`src/misc_regs.svh`:
```
// Purpose: offsets, field positions, reset values of the interrupt block
// Assumes: 32-bit register words, byte addresses
// Notes: included by the misc_irq module only
`ifndef MISC_REGS_SVH
`define MISC_REGS_SVH
`define MISC_OFS_STATUS 8'h10
`define MISC_OFS_MASK 8'h14
`define MISC_OFS_GATE 8'h18
`define MISC_OFS_EARLY_CFG 8'h30
`define MISC_MASK_RESET 32'h00000000
`define MISC_GATE_RESET 1'h0
`define MISC_MASK_USED 32'h03ffffff
`define MISC_MASK_HOLE 32'h000e0000
`define MISC_BIT_RX_GOOD 0
`define MISC_BIT_RX_DESC 1
`define MISC_BIT_RX_FAIL 2
`define MISC_BIT_RX_EARLY 3
`define MISC_BIT_RX_IDLE 4
`define MISC_BIT_RX_OVF 5
`define MISC_BIT_TX_DONE 6
`define MISC_BIT_TX_DESC 7
`define MISC_BIT_UPPER_SUM 15
`define MISC_UPPER_LO 16
`define MISC_UPPER_HI 25
`define MISC_DRAIN_RESET 8'h00
`endif

```
`src/misc_pkg.sv`:
```
// Purpose: types of the interrupt status and mask block
// Assumes: nothing
// Notes: constants live in misc_regs.svh
package misc_pkg;
   typedef enum logic [0:0] {
      misc_early_armed = 1'b0,
      misc_early_spent = 1'b1
   } misc_early_state_t;
endpackage

```
`src/misc_early.sv`:
```
// Purpose: early receive threshold detector, one event per packet
// Assumes: byte counts arrive as pulses with a size
// Notes: threshold zero never fires
`timescale 1ns/1ps
module misc_early #(
   parameter int CW = 12
) (
   // clock and reset
   input wire logic clk,
   input wire logic resetn,
   input wire logic soft_reset,
   // receive dma progress
   input wire logic rx_packet_start,
   input wire logic rx_bytes_valid,
   input wire logic [CW-1:0] rx_bytes_count,
   input wire logic [CW-1:0] threshold_bytes,
   // event out
   output logic early_pulse
);
   misc_pkg::misc_early_state_t state;
   logic [CW-1:0] moved;
   logic [CW:0] next_moved;
   logic hit;

   assign next_moved = {1'b0, moved} + {1'b0, rx_bytes_count};
   assign hit = rx_bytes_valid && (threshold_bytes != '0) &&
                (next_moved >= {1'b0, threshold_bytes});

   // ----------------------------------------------------------------
   // byte count of the current packet
   // ----------------------------------------------------------------
   always_ff @(posedge clk or negedge resetn) begin
      if (!resetn) begin
         moved <= '0;
      end else if (soft_reset || rx_packet_start) begin
         moved <= '0;
      end else if (rx_bytes_valid) begin
         moved <= next_moved[CW] ? '1 : next_moved[CW-1:0];
      end
   end

   // ----------------------------------------------------------------
   // fire once then wait for next packet
   // ----------------------------------------------------------------
   always_ff @(posedge clk or negedge resetn) begin
      if (!resetn) begin
         state <= misc_pkg::misc_early_armed;
         early_pulse <= 1'b0;
      end else begin
         early_pulse <= 1'b0;
         if (soft_reset || rx_packet_start) begin
            state <= misc_pkg::misc_early_armed;
         end else begin
            unique case (state)
               misc_pkg::misc_early_armed: begin
                  if (hit) begin
                     state <= misc_pkg::misc_early_spent;
                     early_pulse <= 1'b1;
                  end
               end
               misc_pkg::misc_early_spent: begin
                  state <= misc_pkg::misc_early_spent;
               end
            endcase
         end
      end
   end
endmodule

```
`src/misc_irq.sv`:
```
// Purpose: interrupt status, mask and gate of the ethernet controller
// Assumes: event inputs are one-cycle pulses from the engines
// Notes: status is cleared by reading it; set wins over that clear
`timescale 1ns/1ps
`include "misc_regs.svh"
module misc_irq #(
   parameter int CW = 12
) (
   // clock and reset
   input wire logic clk,
   input wire logic resetn,
   input wire logic soft_reset,
   // register port
   input wire logic [7:0] reg_addr,
   input wire logic [31:0] reg_wdata,
   input wire logic reg_write,
   input wire logic reg_read,
   output logic [31:0] reg_rdata,
   // transmit events
   input wire logic tx_descriptor_event,
   input wire logic tx_packet_done,
   input wire logic tx_packet_failed,
   input wire logic tx_went_idle,
   input wire logic tx_fifo_underflow,
   input wire logic tx_reset_done,
   // receive events
   input wire logic rx_descriptor_event,
   input wire logic rx_packet_good,
   input wire logic rx_packet_failed,
   input wire logic rx_fifo_overflow,
   input wire logic rx_running,
   input wire logic rx_status_fifo_overflow,
   input wire logic rx_reset_done,
   // receive dma progress
   input wire logic rx_packet_start,
   input wire logic rx_bytes_valid,
   input wire logic [CW-1:0] rx_bytes_count,
   // other sources
   input wire logic statistics_service,
   input wire logic software_raised_irq,
   input wire logic power_wake_event,
   input wire logic phy_event,
   input wire logic parity_fault_detected,
   input wire logic system_fault_signalled,
   input wire logic master_abort_received,
   input wire logic target_abort_received,
   // interrupt line
   output logic irq
);
   logic [31:0] interrupt_status;
   logic [31:0] interrupt_mask;
   logic global_irq_gate;
   logic [7:0] rx_drain_threshold;
   logic rx_running_d;
   logic early_pulse;
   logic [31:0] events;
   logic [31:0] next_status;
   logic [31:0] status_view;
   logic [CW-1:0] threshold_bytes;
   logic wr_mask;
   logic wr_gate;
   logic wr_early;
   logic rd_status;

   assign wr_mask = reg_write && (reg_addr == `MISC_OFS_MASK);
   assign wr_gate = reg_write && (reg_addr == `MISC_OFS_GATE);
   assign wr_early = reg_write && (reg_addr == `MISC_OFS_EARLY_CFG);
   assign rd_status = reg_read && (reg_addr == `MISC_OFS_STATUS);
   // threshold counts in units of eight bytes
   assign threshold_bytes = CW'({rx_drain_threshold, 3'b000});

   // ----------------------------------------------------------------
   // early threshold detector
   // ----------------------------------------------------------------
   misc_early #(
      .CW(CW)
   ) u_early (
      .clk(clk),
      .resetn(resetn),
      .soft_reset(soft_reset),
      .rx_packet_start(rx_packet_start),
      .rx_bytes_valid(rx_bytes_valid),
      .rx_bytes_count(rx_bytes_count),
      .threshold_bytes(threshold_bytes),
      .early_pulse(early_pulse)
   );

   // ----------------------------------------------------------------
   // event collection
   // ----------------------------------------------------------------
   always_comb begin
      events = 32'h00000000;
      events[`MISC_BIT_RX_GOOD] = rx_packet_good;
      events[`MISC_BIT_RX_DESC] = rx_descriptor_event;
      events[`MISC_BIT_RX_FAIL] = rx_packet_failed;
      events[`MISC_BIT_RX_EARLY] = early_pulse;
      events[`MISC_BIT_RX_IDLE] = rx_running_d && !rx_running;
      events[`MISC_BIT_RX_OVF] = rx_fifo_overflow;
      events[`MISC_BIT_TX_DONE] = tx_packet_done;
      events[`MISC_BIT_TX_DESC] = tx_descriptor_event;
      events[8] = tx_packet_failed;
      events[9] = tx_went_idle;
      events[10] = tx_fifo_underflow;
      events[11] = statistics_service;
      events[12] = software_raised_irq;
      events[13] = power_wake_event;
      events[14] = phy_event;
      events[16] = rx_status_fifo_overflow;
      events[20] = target_abort_received;
      events[21] = master_abort_received;
      events[22] = system_fault_signalled;
      events[23] = parity_fault_detected;
      events[24] = rx_reset_done;
      events[25] = tx_reset_done;
   end

   // read clears, new events win; mask plays no part here
   always_comb begin
      next_status = (rd_status ? 32'h00000000 : interrupt_status)
                    | events;
      next_status[31:26] = 6'h00;
      next_status[19:17] = 3'h0;
      next_status[`MISC_BIT_UPPER_SUM] =
         |next_status[`MISC_UPPER_HI:`MISC_UPPER_LO];
   end

   always_comb begin
      status_view = interrupt_status;
      status_view[`MISC_BIT_UPPER_SUM] =
         |interrupt_status[`MISC_UPPER_HI:`MISC_UPPER_LO];
   end

   // ----------------------------------------------------------------
   // idle edge tracking
   // ----------------------------------------------------------------
   always_ff @(posedge clk or negedge resetn) begin
      if (!resetn) begin
         rx_running_d <= 1'b0;
      end else begin
         rx_running_d <= rx_running;
      end
   end

   // ----------------------------------------------------------------
   // status register
   // ----------------------------------------------------------------
   always_ff @(posedge clk or negedge resetn) begin
      if (!resetn) begin
         interrupt_status <= 32'h00000000;
      end else if (soft_reset) begin
         interrupt_status <= 32'h00000000;
      end else begin
         interrupt_status <= next_status;
      end
   end

   // ----------------------------------------------------------------
   // mask, gate and threshold registers
   // ----------------------------------------------------------------
   always_ff @(posedge clk or negedge resetn) begin
      if (!resetn) begin
         interrupt_mask <= `MISC_MASK_RESET;
      end else if (soft_reset) begin
         interrupt_mask <= `MISC_MASK_RESET;
      end else if (wr_mask) begin
         interrupt_mask <= reg_wdata & `MISC_MASK_USED
                           & ~`MISC_MASK_HOLE;
      end
   end

   always_ff @(posedge clk or negedge resetn) begin
      if (!resetn) begin
         global_irq_gate <= `MISC_GATE_RESET;
      end else if (soft_reset) begin
         global_irq_gate <= `MISC_GATE_RESET;
      end else if (wr_gate) begin
         global_irq_gate <= reg_wdata[0];
      end
   end

   always_ff @(posedge clk or negedge resetn) begin
      if (!resetn) begin
         rx_drain_threshold <= `MISC_DRAIN_RESET;
      end else if (soft_reset) begin
         rx_drain_threshold <= `MISC_DRAIN_RESET;
      end else if (wr_early) begin
         rx_drain_threshold <= reg_wdata[7:0];
      end
   end

   // ----------------------------------------------------------------
   // read data, one cycle after the strobe
   // ----------------------------------------------------------------
   always_ff @(posedge clk or negedge resetn) begin
      if (!resetn) begin
         reg_rdata <= 32'h00000000;
      end else if (reg_read) begin
         unique case (reg_addr)
            `MISC_OFS_STATUS: reg_rdata <= status_view;
            `MISC_OFS_MASK: reg_rdata <= interrupt_mask;
            `MISC_OFS_GATE: reg_rdata <= {31'h00000000, global_irq_gate};
            `MISC_OFS_EARLY_CFG: reg_rdata <= {24'h000000,
                                               rx_drain_threshold};
            default: reg_rdata <= 32'h00000000;
         endcase
      end else begin
         reg_rdata <= 32'h00000000;
      end
   end

   // ----------------------------------------------------------------
   // interrupt line
   // ----------------------------------------------------------------
   always_ff @(posedge clk or negedge resetn) begin
      if (!resetn) begin
         irq <= 1'b0;
      end else if (soft_reset) begin
         irq <= 1'b0;
      end else begin
         irq <= global_irq_gate && |(next_status & interrupt_mask);
      end
   end
endmodule

```
`config.mk`:
```
export PLATFORM = sky130hd
export DESIGN_NAME = misc_irq
export DESIGN_NICKNAME = d
export VERILOG_FILES = /design/src/misc_pkg.sv /design/src/misc_early.sv /design/src/misc_irq.sv
export VERILOG_INCLUDE_DIRS = /design/src
export SDC_FILE = /design/constraint.sdc
export NUM_CORES = 1
export LEC_CHECK = 0
export BUFFER_PORTS_ARGS = -buffer_cell sky130_fd_sc_hd__buf_4
export CELL_PAD_IN_SITES_DETAIL_PLACEMENT = 0
export CELL_PAD_IN_SITES_GLOBAL_PLACEMENT = 1
export CORE_ASPECT_RATIO = 1.2
export CORE_MARGIN = 2
export CORE_UTILIZATION = 41
export DETAILED_ROUTE_END_ITERATION = 10
export PLACE_DENSITY = 0.77
export SYNTH_ARGS = -nofsm -noshare
export SYNTH_HDL_FRONTEND = slang
export SYNTH_SLANG_ARGS = --single-unit
```
`constraint.sdc`:
```
create_clock -name clk -period 3.2 [get_ports clk]
set_input_delay 0 -clock clk [delete_from_list [all_inputs] [get_ports clk]]
set_output_delay 0 -clock clk [all_outputs]
set_load 0.005 [all_outputs]
```
==> metrics.yaml, run 1 <==
status: "finished, final reports clean"
fin_util_pct: 55.2
worstReg2RegStart: "u_early.moved[0]"
syn_inst: 497
r2r_slack_ns: 0.21
cts_root_buf: "clkbuf_16"
synth_xor_area_share_pct: 1.45
post_route_cells_drive_above_1_share_pct: 21.5
reg2reg_depth: 11
final_common_cell: "buf_4"
grt_pass1_wl_um: 21600
ctsLongestPathBuffers: 2
muxShareOfSynthArea_pct: 2.08
vias: 4301
grt_pass1_vias: 4277
dieWidth_um: 103
grt_max_degree: 72
finalHoldViolCount: 0
slowest_delay_ns: 0.43
dpl-instance-area_mm2: 0.00560
fp-row-count: 43
placed_cells: 728
layout.cells.non_filler: 791
rsz0062_at_grt: "false"
clk_latency_ns: 0.34
synth_area_mm2: 0.00482
hold_ws_ns: 0.0894
drt_iter0_drc: 287
ant_nets: 0
avgRoutedWirePerCell_um: 17.1
path_cells: "ha_1 > fa_2 > a21oi_2 > o22ai_1 > o41ai_2 > xnor2_1 > ha_1 > o21ai_0 > a31oi_1 > o41ai_2 > a31oi_1"
synth_seq_area_share_pct: 48.3
globalplace.congestion: 0.860
hpwl_um: 9240
min_period_over_period_pct: 93.6
arrival_ns: 3.19
top_level_ports: 113
path_clk_slew_ns: 0.07
drc: 0
hold_start: "reg_write"
ys_types: 57
powerDensity_mw_per_mm2: 406
critical_path_required_ns: 3.39
finalSetupTns_ns: 0
relSlewSlack_pct: 34.8
insertedDiodeCount: 0
fin_crit_ns: 2.99
ys_dominant_reg_cell: "dfrtp_1"
ys_ff_latch: 93
hold_end: "interrupt_mask[22]"
cts_tree: "done"
gr-total-overflow: 0
fmax_mhz: 334
critical_path_peak_fanout: 3
finalInstanceArea_mm2: 0.00635
die_h_um: 123
synth_compound_area_share_pct: 20.2
fin_nets: 730
synth_top_family_by_area: "compound AO/OA/AOI/OAI gates"
drv_cap: 0
start_util_pct: 41.8
hold_class: "in -> reg"
core_mm2: 0.0115
skew_ns: 0.00742
antenna_found_initial: 0
synthSimpleGateAreaFrac_pct: 16.9
ir_worst_vdd_uv: 221
setup_viol: 0
path_class: "reg -> reg"
reg2reg_to: "u_early.state"
p_leak_nw: 2.83
synth_edf_count: 0
synth_area_per_cell_um2: 9.69
htreeDepth: 3
drt_wl_total_um: 13500
synthArstFlopShare_pct: 100
drv_slew: 0
layout_common_cells: "101 x buf_4, 93 x dfrtp_1, 60 x a21oi_1"
crit_path_end_kind: "register"
synthAdderAreaFrac_pct: 5.61
crit_path_top_delay_cell: "o41ai_2"
grt_usage_pct: 22.1
die-area_mm2: 0.0126
area_growth_syn_to_layout_pct: 31.9
cts_num_sinks: 93
startpoint_type: "register"
yosysWarnings: 0
port_buffers: 94
worst_pin_slew_ns: 0.974
holdPathStages: 3
vias_per_cell: 5.44
cts_made_buffers: 9
firstDrtPassIters: 7
-- per-layer routing --
layer  up-vias  global-route usage, %  part of all wire [%]
li1       2045                      -                     -
met1      2101                   27.8                    41
met2       140                   39.4                    53
met3        15                   3.02                   4.3
met4         0                   6.25                   1.7
met5         -                      0                     0
-- sequential cells by signal (all words and copies together) (netlist names) --
signal               flops
interrupt_mask          23
reg_rdata               23
interrupt_status        22
u_early.moved           12
rx_drain_threshold       8
global_irq_gate          1
irq                      1
rx_running_d             1
u_early.early_pulse      1
u_early.state            1
-- what timing repair did --
action,in CTS,in global routing
resized for setup,0,3
endpoints found under the setup margin,0,2
endpoints found under the hold margin,123,0
hold buffers,46,0
setup buffers,0,1
-- synthesized netlist by cell type (3+ instances only) --
cell / n / area, um2
nor3_1: 4 / 20.0
buf_4: 15 / 113
a21o_1: 3 / 22.5
nand2_1: 48 / 180
a31oi_1: 4 / 25.0
a22oi_1: 29 / 218
mux2_2: 8 / 90.1
dfrtp_1: 93 / 2330
a21oi_1: 61 / 305
nand2b_1: 4 / 25.0
o221a_1: 9 / 101
inv_1: 17 / 63.8
a22o_1: 3 / 26.3
nand3_1: 31 / 155
nor2_1: 59 / 221
ha_1: 20 / 250
o21ai_0: 7 / 35.0
nor4_1: 5 / 31.3
nand4_1: 3 / 18.8
xnor2_1: 6 / 52.6
a222oi_1: 3 / 30.0
and3_1: 3 / 18.8
nor2b_1: 4 / 25.0
clkbuf_1: 17 / 63.8
-- metrics by stage --
step	worst slack [ns]	total power, mW
2_1_floorplan	0.477	1.42
3_3_place_gp	0.234	1.56
3_5_place_dp	0.140	1.57
4_1_cts	0.117	2.59
5_1_grt	0.0211	2.70
6_report	0.206	2.58
-- critical path: cells and delay by family (launching register included) --
family                   cells  cell delay (ns)
flip-flops                   1             0.39
AO/OA/AOI/OAI                7             1.37
adder cells (fa/ha/maj)      3             0.90
XOR/XNOR                     1             0.20
-- how the worst max path moves through the flow --
stage | start | endpoint | slack [ns] | cells after the start
after floorplan | u_early.moved[0] | u_early.early_pulse | 0.48 | 11
final | u_early.moved[0] | u_early.state | 0.21 | 11
after global routing | u_early.moved[0] | u_early.state | 0.02 | 11
after global placement | u_early.moved[0] | u_early.early_pulse | 0.23 | 11
after detailed placement | u_early.moved[0] | u_early.early_pulse | 0.14 | 11
after CTS | u_early.moved[0] | u_early.state | 0.12 | 11
-- area by class of cell --
| class | count | area [um2] |
|---|---|---|
| repair buffers | 147 | 1220 |
| multi-input cells | 361 | 2280 |
| inverters | 17 | 63.8 |
| well taps | 157 | 196 |
| clock inverters | 6 | 40.0 |
| fillers | 1089 | 5160 |
| clock buffers | 10 | 229 |
| flip-flops and latches | 93 | 2330 |
-- where the power goes --
group | leakage (nW) | total [mW] | switching, mW | internal, mW
Clock | 0.120 | 0.982 | 0.457 | 0.524
Combinational | 1.44 | 0.375 | 0.193 | 0.182
Sequential | 1.26 | 1.22 | 0.0220 | 1.20
Total | 2.83 | 2.58 | 0.672 | 1.91
-- kinds of logic after synthesis --
kind of cell,Yosys count
AOI/OAI and AO/OA,143
DFF,93
xor gates and xnor gates,8
other,1
adders and majority gates,21
and+or+nand+nor,171
buffers and inverters,51
muxes,9
No activity file was read; power rests on OpenSTA's default activity.
==> run 2, diff against run 1 <==
--- a/config.mk
+++ b/config.mk
@@ -9,7 +9,6 @@
 export BUFFER_PORTS_ARGS = -buffer_cell sky130_fd_sc_hd__buf_4
 export CELL_PAD_IN_SITES_DETAIL_PLACEMENT = 0
 export CELL_PAD_IN_SITES_GLOBAL_PLACEMENT = 1
-export CORE_ASPECT_RATIO = 1.2
 export CORE_MARGIN = 2
 export CORE_UTILIZATION = 41
 export DETAILED_ROUTE_END_ITERATION = 10
==> metrics.yaml, run 2 (synthesis gave the netlist of run 1 again) <==
drv_cap: 0  # unchanged
hold_ws_ns: 0.0214  # -0.0680 ns
skew_ns: 0.00991  # +0.00249 ns
path_clk_slew_ns: 0.07  # about the same
p_leak_nw: 2.86  # +1.0%
ir_worst_vdd_uv: 237  # +7.3%
final_common_cell: "buf_4"
firstDrtPassIters: 7  # unchanged
holdPathStages: 3  # unchanged
core_mm2: 0.0114  # -0.83%
reg2reg_to: "u_early.state"
fin_nets: 728  # -0.27%
drv_slew: 0  # unchanged
die_h_um: 112  # -8.4%
grt_pass1_vias: 4138  # -3.2%
start_util_pct: 42.2  # +0.35 points
insertedDiodeCount: 0  # unchanged
dieWidth_um: 112  # +9.2%
fin_ws_ns: 0.155  # -0.0514 ns
grt_most_used_layer: "met1"
cts_tree: "done"
relSlewSlack_pct: 38.2  # +3.4 points
fp-row-count: 39  # -9.3%
p_total_mw: 2.76  # +7.0%
reg_top3: "interrupt_mask (23), reg_rdata (23), interrupt_status (22)"
hold_end: "interrupt_mask[9]"
gr-usage-met1_pct: 33.7  # +5.9 points
use_met3_pct: 3.02  # +0.0055 points
area_growth_syn_to_layout_pct: 32.3
vias: 4309  # +0.19%
cts_made_buffers: 9  # unchanged
crit_path_end_kind: "register"
grt_max_degree: 57  # -21%
grt_usage_pct: 21.8  # -0.30 points
powerDensity_mw_per_mm2: 433  # +6.7%
dpl-instance-area_mm2: 0.00558  # -0.45%
layout_common_cells: "100 x buf_4, 93 x dfrtp_1, 60 x a21oi_1"
cts_num_sinks: 93  # unchanged
reg2reg_depth: 11  # unchanged
worst_pin_slew_ns: 0.923  # -0.0510 ns
arrival_ns: 3.25  # +0.06 ns
top_level_ports: 113  # unchanged
fin_util_pct: 55.8  # +0.63 points
hpwl_um: 9320  # +0.94%
clk_latency_ns: 0.34  # about the same
finalInstanceArea_mm2: 0.00637  # +0.32%
preCtsSetupSlack_ns: 0.0647  # -0.0752 ns
critical_path_peak_fanout: 3  # unchanged
htreeDepth: 3  # unchanged
fin_crit_ns: 3.05  # +0.0514 ns
drc: 0  # unchanged
avgRoutedWirePerCell_um: 17.5  # +2.5%
critical_path_required_ns: 3.40  # about the same
die-area_mm2: 0.0126  # about the same
gr-total-overflow: 0  # unchanged
drt_wl_total_um: 13600  # +0.47%
antenna_found_initial: 0  # unchanged
cts_root_buf: "clkbuf_16"
startpoint_type: "register"
ant_nets: 0  # unchanged
vias_per_cell: 5.56  # +2.3%
globalplace.congestion: 0.878  # +2.1%
grt_pass1_wl_um: 21900  # +1.5%
min_period_over_period_pct: 95.2  # +1.6 points
fmax_mhz: 328  # -1.7%
finalHoldViolCount: 0  # unchanged
r2r_slack_ns: 0.15  # -0.05 ns
worstReg2RegStart: "u_early.moved[0]"
port_buffers: 94  # unchanged
status: "finished, final reports clean"
hold_class: "in -> reg"
drt_iter0_drc: 371  # +29%
post_route_cells_drive_above_1_share_pct: 21.4  # -0.090 points
path_class: "reg -> reg"
setup_viol: 0  # unchanged
ctsLongestPathBuffers: 2  # unchanged
hold_start: "reg_wdata[9]"
grtUsageMet2_pct: 32.3  # -7.2 points
[run 2: cell types whose count changed in the layout (fill, tap and decap cells not counted), sizes merged]
cell         previous run  this run
buf                   101       100
bufinv                  0         2
clkinv                  2         3
clkinvlp                4         0
dlygate4sd3            46        45
inv                    17        18
[run 2: routing by layer]
| metal | vias up | wire length [um] |
|---|---|---|
| met2 | 165 | 6020 |
| met5 | - | 0 |
| met3 | 15 | 788 |
| met4 | 0 | 172 |
| met1 | 2086 | 6580 |
| li1 | 2043 | - |
[run 2: cell type report]
| type | count | area, um2 |
|---|---|---|
| clock buffers | 10 | 229 |
| repair buffers | 145 | 1200 |
| inverters | 17 | 63.8 |
| flip-flops and latches | 93 | 2330 |
| clock inverters | 6 | 95.1 |
| well taps | 143 | 179 |
| fillers | 1036 | 5050 |
| multi-input cells | 361 | 2280 |
[run 2: timing repair]
item	in CTS	in global routing
setup buffers	0	1
gates resized for setup	0	3
endpoints found under the hold margin	101	0
hold buffers	45	0
endpoints found under the setup margin	0	2
[run 2: worst max path at each step]
stage | start | to | cells after the start
finish | u_early.moved[0] | u_early.state | 11
global route | u_early.moved[0] | u_early.early_pulse | 11
CTS | u_early.moved[0] | u_early.state | 11
detailed placement | u_early.moved[0] | u_early.state | 11
global placement | u_early.moved[0] | u_early.early_pulse | 11
floorplan | u_early.moved[0] | u_early.early_pulse | 11
[run 2: stage by stage]
step / instances / TNS [ns]
6_report: 775 / 0
5_1_grt: 775 / -0.0281
4_1_cts: 774 / 0
3_5_place_dp: 713 / 0
3_3_place_gp: 713 / 0
2_1_floorplan: 505 / 0
[run 2: worst max-delay path: stages, from the launching register on]
cell	delay, ns
dfrtp_1	0.38
ha_1	0.22
fa_2	0.38
a21oi_2	0.17
o22ai_1	0.14
o41ai_2	0.48
xnor2_1	0.21
ha_1	0.29
o21ai_0	0.08
a31oi_1	0.07
o41ai_2	0.35
a31oi_1	0.13
[run 2: report_power, final]
| part | internal (mW) | switching (mW) | total (mW) |
|---|---|---|---|
| Sequential | 1.20 | 0.0222 | 1.22 |
| Clock | 0.692 | 0.474 | 1.17 |
| Combinational | 0.180 | 0.191 | 0.372 |
| Total | 2.07 | 0.687 | 2.76 |
==> run 3, diff against run 2 <==
==> constraint.sdc (replaced) <==
create_clock -name clk -period 3.2 [get_ports clk]
set_input_delay 0.8 -clock clk [delete_from_list [all_inputs] [get_ports clk]]
set_output_delay 0.8 -clock clk [all_outputs]
set_load 0.005 [all_outputs]
==> metrics.yaml, run 3 (synthesis gave the netlist of run 1 again) <==
path_clk_slew_ns: 0.07  # about the same
gr-usage-met1_pct: 33.5  # -0.22 points
grt_pass1_wl_um: 21100  # -3.6%
ant_nets: 0  # unchanged
powerDensity_mw_per_mm2: 442  # +2.1%
top_level_ports: 113  # unchanged
insertedDiodeCount: 0  # unchanged
hpwl_um: 9450  # +1.3%
status: "finished, final reports clean"
vias_per_cell: 5.65  # +1.7%
start_util_pct: 42.2  # unchanged
path_cells: "buf_4 > ha_1 > fa_2 > a21oi_2 > o22ai_2 > o41ai_4 > xnor2_1 > ha_1 > nand4_1 > nor2_1 > o41ai_2 > a31oi_1"
reg2reg_depth: 11  # unchanged
critical_path_peak_fanout: 3  # unchanged
post_route_cells_drive_above_1_share_pct: 25.3  # +3.9 points
crit_top_cell: "ha_1"
relSlewSlack_pct: 42.6  # +4.4 points
grt_max_degree: 57  # unchanged
grt_usage_pct: 21.0  # -0.80 points
critical_path_required_ns: 3.40  # about the same
grt_most_used_layer: "met1"
slowest_delay_ns: 0.43  # -0.05 ns
firstDrtPassIters: 5  # -2
fmax_mhz: 325  # -1.1%
startpoint_type: "input port"
drv_slew: 0  # unchanged
final_common_cell: "buf_4"
die-area_mm2: 0.0126  # unchanged
crit_path_top_delay_cell: "fa_2"
clk_latency_ns: 0.34  # about the same
p_leak_nw: 2.74  # -4.1%
core_mm2: 0.0114  # unchanged
fin_crit_ns: 3.08  # +0.0330 ns
use_met3_pct: 4.21  # +1.2 points
gr-total-overflow: 0  # unchanged
cts_num_sinks: 93  # unchanged
area_growth_syn_to_layout_pct: 25.5
hold_class: "in -> async"
avgRoutedWirePerCell_um: 17.6  # +0.81%
fp-row-count: 39  # unchanged
p_total_mw: 2.67  # -3.2%
drt_wl_total_um: 13100  # -3.2%
ctsLongestPathBuffers: 2  # unchanged
antenna_found_initial: 0  # unchanged
grtUsageMet2_pct: 30.0  # -2.3 points
drv_cap: 0  # unchanged
worstReg2RegStart: "u_early.moved[0]"
die_h_um: 112  # unchanged
worst_pin_slew_ns: 0.859  # -0.0642 ns
globalplace.congestion: 0.899  # +2.4%
cts_tree: "done"
reg2reg_to: "u_early.state"
fin_nets: 697  # -4.3%
reg_top3: "interrupt_mask (23), reg_rdata (23), interrupt_status (22)"
finalHoldViolCount: 0  # unchanged
r2r_slack_ns: 0.31  # +0.16 ns
drc: 0  # unchanged
htreeDepth: 3  # unchanged
cts_made_buffers: 9  # unchanged
arrival_ns: 3.28  # +0.03 ns
drt_iter0_drc: 345  # -7.0%
path_class: "in -> reg"
crit_path_end_kind: "register"
cts_root_buf: "clkbuf_16"
vias: 4205  # -2.4%
dieWidth_um: 112  # unchanged
grt_pass1_vias: 3997  # -3.4%
skew_ns: 0.00714  # -0.00277 ns
port_buffers: 94  # unchanged
ir_worst_vdd_uv: 231  # -2.6%
fin_util_pct: 52.9  # -2.9 points
min_period_over_period_pct: 96.2  # +1.0 points
setup_viol: 0  # unchanged
layout_common_cells: "113 x buf_4, 93 x dfrtp_1, 59 x nor2_1, 59 x a21oi_1, 48 x nand2_1"
rsz0062_at_grt: "false"
-- run 3: layout make-up --
class | count | area (um2)
fillers | 1111 | 5380
flip-flops and latches | 93 | 2330
multi-input cells | 361 | 2300
repair buffers | 114 | 868
clock buffers | 10 | 239
well taps | 143 | 179
clock inverters | 6 | 68.8
inverters | 17 | 63.8
-- run 3: worst max path at each step --
| stage | depth (start not counted) | slack [ns] | start | to |
|---|---|---|---|---|
| floorplan | 11 | 0.03 | rx_bytes_count[0] | u_early.early_pulse |
| global placement | 12 | -0.34 | rx_bytes_count[0] | u_early.early_pulse |
| detailed placement | 12 | -0.36 | rx_bytes_count[0] | u_early.early_pulse |
| CTS | 12 | 0.06 | rx_bytes_count[0] | u_early.state |
| global route | 12 | 0.01 | rx_bytes_count[0] | u_early.state |
| finish | 12 | 0.12 | rx_bytes_count[0] | u_early.state |
-- run 3: timing repair --
item                       CTS  global route
pin swaps                    0             8
gates resized for setup      1             5
setup buffers                0             1
setup endpoints to repair    2             2
hold buffers                 0             0
-- run 3: critical path, delay by kind of cell --
| family | cells | cell delay, ns |
|---|---|---|
| xor+xnor | 1 | 0.20 |
| fa+ha+maj | 3 | 0.93 |
| simple gates | 2 | 0.13 |
| compound gates | 5 | 1.11 |
| buf+inv | 1 | 0.11 |
-- run 3: report_power, final --
part	internal, mW	switching, mW	total, mW
Clock	0.633	0.463	1.10
Sequential	1.20	0.0236	1.23
Combinational	0.165	0.188	0.353
Total	2.00	0.674	2.67
-- run 3: metal layers --
metal | vias up | wire length [um] | share of wire, %
met5 | - | 0 | 0
met4 | 0 | 71 | 0.54
met3 | 7 | 909 | 6.9
met2 | 155 | 5870 | 45
met1 | 2068 | 6280 | 48
li1 | 1975 | - | -
-- run 3: metrics by stage --
step                setup TNS, ns  instance area [um2]  std cells  setup slack [ns]  hold slack, ns
floorplan                       0                 4850        505            0.0302           0.463
global placement           -0.671                 5690        727            -0.339           0.503
detailed placement         -0.717                 5690        727            -0.363           0.514
CTS                             0                 6010        743            0.0569           0.444
global route                    0                 6040        744            0.0123           0.467
finish                          0                 6040        744             0.122           0.434
